[src/inc/gate_ctrl_pkg.sv]
// Package for the gate driver host controller: modes, pin bundles, timing.
// Assumes a 50 MHz ref_clk; all timing counts derive from it.
package gate_ctrl_pkg;

  // ----------------------------------------------------------------
  // Timing
  // ----------------------------------------------------------------
  localparam int CLK_HZ = 50000000;
  localparam int FAULT_MIN_NS = 3000;
  localparam int FAULT_MIN_CYC = (FAULT_MIN_NS * (CLK_HZ / 1000000) + 999) / 1000;
  localparam int RESET_PULSE_NS = 3000;
  localparam int RESET_PULSE_CYC = (RESET_PULSE_NS * (CLK_HZ / 1000000) + 999) / 1000;
  localparam int SETUP_NS = 100;
  localparam int SETUP_CYC = (SETUP_NS * (CLK_HZ / 1000000) + 999) / 1000;
  localparam int FLT_SYNC_DEPTH = 2;

  // ----------------------------------------------------------------
  // Input configuration
  // ----------------------------------------------------------------
  typedef enum logic [1:0] {
    MODE_NONINV,
    MODE_INV,
    MODE_AUTO_RESET
  } drive_mode_t;

  // Pins toward one driver
  typedef struct packed {
    logic noninv_gate_input;
    logic inv_gate_input;
    logic reset_n;
  } drv_pins_t;

endpackage

[src/fault_filter.sv]
// Per-channel fault line synchroniser and falling-edge (fault onset) detector.
// Assumes the fault line is open-collector, already pulled up, active low.
module fault_filter #(
  parameter int DEPTH = gate_ctrl_pkg::FLT_SYNC_DEPTH
) (
  input wire logic ref_clk,
  input wire logic srst,
  input wire logic fault_n_in,
  output logic fault_seen,
  output logic fault_rise
);

  logic [DEPTH-1:0] sync_reg;
  logic seen_reg;

  // Two stage capture; only the last stage is examined
  always_ff @(posedge ref_clk) begin
    if (srst) begin
      sync_reg <= '1;
    end else begin
      sync_reg <= {sync_reg[DEPTH-2:0], fault_n_in};
    end
  end

  always_ff @(posedge ref_clk) begin
    if (srst) begin
      seen_reg <= 1'b0;
    end else begin
      seen_reg <= ~sync_reg[DEPTH-1];
    end
  end

  assign fault_seen = seen_reg;
  assign fault_rise = ~sync_reg[DEPTH-1] & ~seen_reg;

endmodule

[src/gate_ctrl.sv]
// Host controller for a bank of isolated gate drivers with fault latch.
// Assumes drivers sample pins asynchronously; fault lines pulled up outside.
module gate_ctrl #(
  parameter int CHANNELS = 6,
  parameter int RESET_CYC = gate_ctrl_pkg::RESET_PULSE_CYC,
  parameter int SETUP_CYCLES = gate_ctrl_pkg::SETUP_CYC
) (
  input wire logic ref_clk,
  input wire logic srst,
  input wire gate_ctrl_pkg::drive_mode_t mode,
  input wire logic global_shutdown,
  input wire logic [CHANNELS-1:0] gate_cmd,
  input wire logic [CHANNELS-1:0] fault_clear_req,
  input wire logic [CHANNELS-1:0] fault_n,
  output gate_ctrl_pkg::drv_pins_t [CHANNELS-1:0] drv_pins,
  output logic [CHANNELS-1:0] fault_status,
  output logic [CHANNELS-1:0] fault_event,
  output logic [CHANNELS-1:0] reset_busy,
  output logic any_fault
);

  typedef enum {
    CH_RUN,
    CH_FAULTED,
    CH_SAFE,
    CH_RESET,
    CH_RELEASE
  } ch_state_t;

  localparam int CW = $clog2(RESET_CYC + SETUP_CYCLES + 2);
  localparam logic [CW-1:0] SETUP_LAST = CW'(SETUP_CYCLES - 1);
  localparam logic [CW-1:0] RESET_LAST = CW'(RESET_CYC - 1);

  logic [CHANNELS-1:0] seen;
  logic [CHANNELS-1:0] rise;
  logic any_fault_reg;
  logic any_next;

  // ----------------------------------------------------------------
  // Global fault summary
  // ----------------------------------------------------------------
  // wired line stops all
  assign any_next = |seen;

  always_ff @(posedge ref_clk) begin
    if (srst) begin
      any_fault_reg <= 1'b0;
    end else begin
      any_fault_reg <= any_next;
    end
  end

  assign any_fault = any_fault_reg;

  // ----------------------------------------------------------------
  // Per channel sequencer
  // ----------------------------------------------------------------
  genvar g;
  generate
    for (g = 0; g < CHANNELS; g++) begin : g_ch
      ch_state_t state_reg;
      logic [CW-1:0] cnt_reg;
      logic nin_reg;
      logic inv_reg;
      logic rst_n_reg;
      logic stat_reg;
      logic evt_reg;
      logic busy_reg;
      logic on_req;
      logic gate_off;

      fault_filter u_filt (
        .ref_clk(ref_clk),
        .srst(srst),
        .fault_n_in(fault_n[g]),
        .fault_seen(seen[g]),
        .fault_rise(rise[g])
      );

      // Command forced off on any fault or global stop
      // fault forces off
      assign on_req = gate_cmd[g] & ~global_shutdown & ~any_fault_reg & (state_reg == CH_RUN);
      assign gate_off = ~on_req;

      // per-channel reset sequence
      // Busy flag kept in step with the state so the port is a flop
      always_ff @(posedge ref_clk) begin
        if (srst) begin
          state_reg <= CH_RUN;
          cnt_reg <= '0;
          busy_reg <= 1'b0;
        end else begin
          case (state_reg)
            CH_RUN: begin
              cnt_reg <= '0;
              busy_reg <= 1'b0;
              if (seen[g] && mode != gate_ctrl_pkg::MODE_AUTO_RESET) begin
                state_reg <= CH_FAULTED;
              end
            end
            CH_FAULTED: begin
              if (fault_clear_req[g]) begin
                state_reg <= CH_SAFE;
                cnt_reg <= '0;
                busy_reg <= 1'b1;
              end
            end
            CH_SAFE: begin
              if (cnt_reg == SETUP_LAST) begin
                state_reg <= CH_RESET;
                cnt_reg <= '0;
              end else begin
                cnt_reg <= cnt_reg + 1'b1;
              end
            end
            CH_RESET: begin
              if (cnt_reg == RESET_LAST) begin
                state_reg <= CH_RELEASE;
                cnt_reg <= '0;
              end else begin
                cnt_reg <= cnt_reg + 1'b1;
              end
            end
            CH_RELEASE: begin
              // Wait for released fault line before resuming
              // A line still low after the window means a live fault
              if (!seen[g]) begin
                state_reg <= CH_RUN;
                busy_reg <= 1'b0;
              end else if (cnt_reg == RESET_LAST) begin
                state_reg <= CH_FAULTED;
                busy_reg <= 1'b0;
              end else begin
                cnt_reg <= cnt_reg + 1'b1;
              end
            end
            default: begin
              state_reg <= CH_RUN;
              busy_reg <= 1'b0;
            end
          endcase
        end
      end

      // --------------------------------------------------------------
      // Pin drivers
      // --------------------------------------------------------------
      // pins always driven push-pull
      always_ff @(posedge ref_clk) begin
        if (srst) begin
          nin_reg <= 1'b0;
          inv_reg <= 1'b0;
        end else begin
          case (mode)
            gate_ctrl_pkg::MODE_INV: begin
              nin_reg <= 1'b1;
              inv_reg <= gate_off;
            end
            default: begin
              nin_reg <= on_req;
              inv_reg <= 1'b0;
            end
          endcase
        end
      end

      always_ff @(posedge ref_clk) begin
        if (srst) begin
          rst_n_reg <= 1'b1;
        end else if (mode == gate_ctrl_pkg::MODE_AUTO_RESET) begin
          rst_n_reg <= on_req;
        end else begin
          rst_n_reg <= (state_reg != CH_RESET);
        end
      end

      // Sticky status; new fault wins over clear
      always_ff @(posedge ref_clk) begin
        if (srst) begin
          stat_reg <= 1'b0;
          evt_reg <= 1'b0;
        end else begin
          evt_reg <= rise[g];
          if (rise[g]) begin
            stat_reg <= 1'b1;
          end else if (fault_clear_req[g]) begin
            stat_reg <= 1'b0;
          end
        end
      end

      assign drv_pins[g].noninv_gate_input = nin_reg;
      assign drv_pins[g].inv_gate_input = inv_reg;
      assign drv_pins[g].reset_n = rst_n_reg;
      assign fault_status[g] = stat_reg;
      assign fault_event[g] = evt_reg;
      assign reset_busy[g] = busy_reg;
    end
  endgenerate

endmodule

[config.mk]
export PLATFORM = sky130hd
export DESIGN_NAME = gate_ctrl
export DESIGN_NICKNAME = d
export VERILOG_FILES = /design/src/inc/gate_ctrl_pkg.sv /design/src/fault_filter.sv /design/src/gate_ctrl.sv
export SDC_FILE = /design/constraint.sdc
export NUM_CORES = 1
export LEC_CHECK = 0
export BUFFER_PORTS_ARGS = -buffer_cell sky130_fd_sc_hd__buf_2
export CAP_MARGIN = 10
export CORE_AREA = 2 2 76 150
export CTS_CLUSTER_SIZE = 14
export DETAILED_ROUTE_END_ITERATION = 10
export DIE_AREA = 0 0 78 152
export GPL_TIMING_DRIVEN = 0
export PLACE_DENSITY_LB_ADDON = 0.05
export SLEW_MARGIN = 5
export SYNTH_ARGS = -nofsm -noshare
export SYNTH_HDL_FRONTEND = slang
export SYNTH_SLANG_ARGS = --single-unit
[constraint.sdc]
create_clock -name ref_clk -period 2.7 [get_ports ref_clk]
set_clock_uncertainty 0.15 [all_clocks]
set_input_delay 0.675 -clock ref_clk [delete_from_list [all_inputs] [get_ports ref_clk]]
set_output_delay 0.675 -clock ref_clk [all_outputs]
set_load 0.01 [all_outputs]
# ---- Word-level counts from Yosys, hierarchy flattened
# Index checks and enable logic that the tools add are counted.
dict set report word_totals {
  ff_bits 295
  out_inout_bits 37
}
dict set report classes {
  add_sub_neg 6
  n_eq_ne 87
  mux 126
  bitwise 51
  reduce_logical 56
}
# cell n
set ops {}
lappend ops {{two-way mux 32 bit} 36}
lappend ops {{one-hot mux 32 bit (5 select lines)} 6}
lappend ops {{equality test 32 x 2 -> 1 bit, second input constant} 12}
lappend ops {{logical NOT 32 bit} 12}
lappend ops {{two-way mux 8 bit} 30}
lappend ops {{one-hot mux 8 bit (5 select lines)} 6}
lappend ops {{equality test 32 x 1 -> 1 bit, second input constant} 6}
lappend ops {{equality test 32 x 3 -> 1 bit, second input constant} 6}
lappend ops {{inequality test 32 x 3 -> 1 bit, second input constant} 6}
lappend ops {{inequality test 2 bit, second input constant} 31}
lappend ops {{adder 8 x 1 -> 8 bit, second input constant} 6}
lappend ops {{equality test 8 x 3 -> 1 bit, second input constant} 6}
lappend ops {{equality test 8 bit, second input constant} 6}
lappend ops {{two-way mux 1 bit} 42}
lappend ops {{AND reduction 5 bit} 6}
lappend ops {{nonzero test 5 bit} 6}
lappend ops {{NOT 1 bit} 27}
lappend ops {{AND 1 bit} 24}
lappend ops {{AND reduction 4 bit} 6}
lappend ops {{inequality test 3 bit, second input constant} 6}
lappend ops {{one-hot mux 1 bit (3 select lines)} 6}
lappend ops {{AND reduction 3 bit} 6}
lappend ops {{OR reduction 2 bit} 7}
lappend ops {{inequality test 2 x 1 -> 1 bit, second input constant} 6}
lappend ops {{other kinds (5)} 15}

# ---- Longest topological paths before layout
dict set report depth {
  word_depth 5
  mapped_depth 8
}

# ---- Modules after synthesis
# A second synthesis with hierarchy kept.
dict set report unflattened {
  hier_cells 716
  area_unflattened_um2 6025.8
}
# module n_inst cells_per_inst area_each_um2
set modules_own_cells {}
lappend modules_own_cells {gate_ctrl 1 674 5545.3}
lappend modules_own_cells {fault_filter 6 7 80.1}

# ---- Worst setup path before layout
# No wires, ideal clock.
dict set report synth_timing {
  path_type {input port to flip-flop}
  startpoint {in fault_clear_req[1]}
  endpoint {reg g_ch[1].cnt_reg[7]}
  t_arrival_ns 1.950
  setup_slack_ns 0.526
  path_stages 5
  path_buffers 0
  path_cell_list {o21bai_1 a22oi_2 nand2_1 or4b_2 a31oi_1}
}
dict set report synth_between {
  elab_chain_cells 2
}
# element line
set synth_rtl {}
lappend synth_rtl {{start: declaration} gate_ctrl.sv:13} ;# input wire logic [CHANNELS-1:0] fault_clear_req,
lappend synth_rtl {{inequality test 2 bit (no line)} --}
lappend synth_rtl {{AND reduction 4 bit (no line)} --}
lappend synth_rtl {{end signal: assignment} gate_ctrl.sv:113} ;# cnt_reg <= cnt_reg + 1'b1;
lappend synth_rtl {{end signal: assignment} gate_ctrl.sv:121} ;# cnt_reg <= cnt_reg + 1'b1;
lappend synth_rtl {{end signal: assignment} gate_ctrl.sv:134} ;# cnt_reg <= cnt_reg + 1'b1;
lappend synth_rtl {{end: declaration} gate_ctrl.sv:62} ;# logic [CW-1:0] cnt_reg;
# Every way passes these cells.
# A chain may end at the register's enable or synchronous reset.

# ---- Final worst setup path
dict set report layout_timing {
  startpoint {in srst}
  endpoint {reg g_ch[5].nin_reg}
}
# element line
set layout_rtl {}
lappend layout_rtl {{start: declaration} gate_ctrl.sv:9} ;# input wire logic srst,
lappend layout_rtl {{end signal: assignment} gate_ctrl.sv:160} ;# nin_reg <= on_req;
lappend layout_rtl {{end: declaration} gate_ctrl.sv:63} ;# logic nin_reg;
# No word-level cell between the ends.

==> run_results.csv <==
group,metric,value,unit
status,status,"complete, no violations",
cts,ctsHoldBuffers,0,
cts,cts_max_path_buffers,2,
critical_path,rrSetupSlack,0.26,ns
floorplan,core,10800,sq um
final_layout,final_nets,861,
detailed_routing,vias_per_cell,5.91,
critical_path,critPathMaxFanout,10,
synthesis,syn_area_per_cell,8.34,sq um
critical_path,arrival,2.74,ns
floorplan,initial_core_util,57.3,%
critical_path,path_cells,"clkbuf_1 > clkbuf_1 > clkbuf_1 > o21ai_0",
synthesis,synth_edf_count,0,
synthesis,synth_ff_type,"dfxtp_1",
timing,period_needed,2.66,ns
final_layout,mostFrequentLayoutCells,"dfxtp_1 (121), nand2_1 (66), buf_2 (60)",
critical_path,cp_common_cell,"clkbuf_1",
global_routing,grt_max_degree,17,
critical_path,end_kind,"flop",
global_routing,antenna_found_initial,0,
timing,max_freq,0.376,GHz
final_layout,antenna_cells,0,
placement,dpl.hpwl,12100,um
cts,h-tree-depth,4,
critical_path,cp_top_family,"buffers and inverters",
synthesis,syn_inst,743,
global_routing,grt_pass1_wl,27300,um
timing,hold_violations,0,
placement,gp_congestion,0.918,
cts,clock_latency,0.42,ns
floorplan,die_h,152,um
cts,cts_buffers,17,
detailed_routing,drt-total-wl,16900,um
synthesis,syn_area,6200,sq um
global_routing,track_usage,28.9,%
placement,place_area,6660,sq um
flow_run,cap_viol_max_count,0,
critical_path,reg2reg_from,"g_ch[4].cnt_reg[3]",
timing,worst_slack,0.0431,ns
min_path,hp-class,"reg -> reg",
critical_path,crit_cells,4,
power,worst_ir_drop_vdd,0.000671,V
synthesis,yosysSeqAreaShare,39.1,%
global_routing,grt_pass1_vias,5660,
critical_path,cpMaxStageDelayCell,"clkbuf_1",
critical_path,cp-start-kind,"input pin",
cts,clock_sinks,121,
synthesis,synth_seq_cells,121,
floorplan,die_w,78,um
critical_path,crit_required,2.78,ns
critical_path,cp-startpoint,"srst",
timing,fin_hold_ws,0.256,ns
cts,cts_tree,"built",
final_layout,largest_reg_flops,48,
synthesis,synth_top_area_share,39.1,%
placement,dp_slack,-0.366,ns
timing,rsz0062_at_grt,"no",
synthesis,synthTopCellsByArea,"dfxtp_1 (39%), buf_4 (4.4%), nand3_1 (4.2%), nand2_1 (4.0%), ha_1 (3.6%)",
critical_path,timing.rr.end,"g_ch[4].cnt_reg[7]",
final_layout,final_common_cell,"dfxtp_1",
critical_path,path_class,"in -> reg",
critical_path,rr_worst_depth,5,
timing,fin_crit_sh,98.4,%
synthesis,synth_cell_types,70,
synthesis,ys_async_sr_fraction,0,%
global_routing,grt_overflow,0,
final_layout,final_cell_area,7290,sq um
floorplan,die_area,11900,sq um
timing,worst_pin_slew,0.869,ns
floorplan,rows,54,
detailed_routing,first_iter_violations,254,
synthesis,yosys_warnings,0,
timing,setup_tns,0,ns
power,power,5.85,mW
timing,slew_viol_final,0,
critical_path,crit_buf_inv,3,
cts,clk_pin_slew,0.06,ns
cts,clock-root-buffer,"clkbuf_16",
cts,post_cts_buffers,0,
synthesis,synthesis.nets,784,
cts,ctsResizeCount,0,
detailed_routing,drt_first_pass_iters,4,
detailed_routing,ant_nets,0,
detailed_routing,vias,5748,
detailed_routing,drc_errors,0,
final_layout,syn_to_final_growth,17.7,%
detailed_routing,wl_per_cell,17.4,um
power,leakagePower,2.87,nW
power,p_per_area,803,nW/um^2
timing,setup_viol,0,
floorplan,io_pins,60,
synthesis,yosysTopAreaCell,"dfxtp_1",
placement,io_buffers,58,
critical_path,endpoint,"g_ch[5].nin_reg",
timing,maxSlewHeadroom,41.5,%
final_layout,drive_gt1_share,20.9,%
critical_path,max_stage_delay,0.63,ns
final_layout,fillers,933,
[logic make-up after synthesis]
logic type                 count (synthesis)  share of synthesized area, %
buffers and inverters                    113                          9.09
xor gates and xnor gates                  10                          1.41
and+or+nand+nor                          301                          25.8
muxes                                      9                          1.55
adders and majority gates                 18                          3.63
AOI/OAI and AO/OA                        171                          19.4
DFF                                      121                          39.1
[final cells by class]
type	count	area [sq um]	area share, %
buffer	70	403	5.53
clock buffer	17	425	5.83
clock inverter	15	203	2.78
inverter	43	161	2.21
multi-input combinational	509	3210	44.0
sequential	121	2420	33.2
tap	140	175	2.40
timing repair buffer	58	290	3.98
[metrics by stage]
stage / std cells / util (%)
after floorplan: 743 / -
after global placement: 941 / 61.6
after detailed placement: 941 / 61.6
after CTS: 973 / 67.4
after global routing: 973 / 67.5
final: 973 / 67.5
[how the worst min path moves through the flow]
| stage | start | end | slack (ns) | cells after the start |
|---|---|---|---|---|
| after floorplan | g_ch[0].u_filt.sync_reg[0] | g_ch[0].u_filt.sync_reg[1] | 0.24 | 1 |
| after CTS | g_ch[2].u_filt.sync_reg[1] | g_ch[2].u_filt.fault_seen | 0.26 | 1 |
| final | g_ch[2].u_filt.sync_reg[1] | g_ch[2].u_filt.fault_seen | 0.26 | 1 |
| after global routing | g_ch[5].u_filt.sync_reg[0] | g_ch[5].u_filt.sync_reg[1] | 0.27 | 1 |
| after global placement | g_ch[5].u_filt.sync_reg[0] | g_ch[5].u_filt.sync_reg[1] | 0.24 | 1 |
| after detailed placement | g_ch[1].u_filt.sync_reg[0] | g_ch[1].u_filt.sync_reg[1] | 0.24 | 1 |
[routing by layer]
layer | GRT usage [%] | vias up | routed length, um
met5 | 0 | - | 0
met4 | 13.0 | 0 | 452
met3 | 6.12 | 36 | 742
met2 | 53.2 | 181 | 9250
met1 | 30.9 | 2742 | 6500
li1 | - | 2789 | -
[cells in the mapped netlist, drive strengths merged (7+ instances only)]
library cell / n
o32ai: 8
nand2: 66
nand4: 9
nor2b: 17
or2: 16
o21ai: 30
nand2b: 9
nand3: 52
a31oi: 16
and3: 9
nor3: 19
clkbuf: 28
a211oi: 7
nor3b: 8
a21oi: 34
or3b: 8
buf: 42
dfxtp: 121
or4b: 11
nor2: 54
ha: 18
inv: 42
a21o: 7
o31ai: 7
[power by group]
part	leakage, nW	switching, mW	internal [mW]
logic	1.58	0.838	0.577
registers	0.985	0.104	1.93
clock network	0.303	0.862	1.54
total	2.87	1.80	4.05
(Power assumes the default switching activity.)
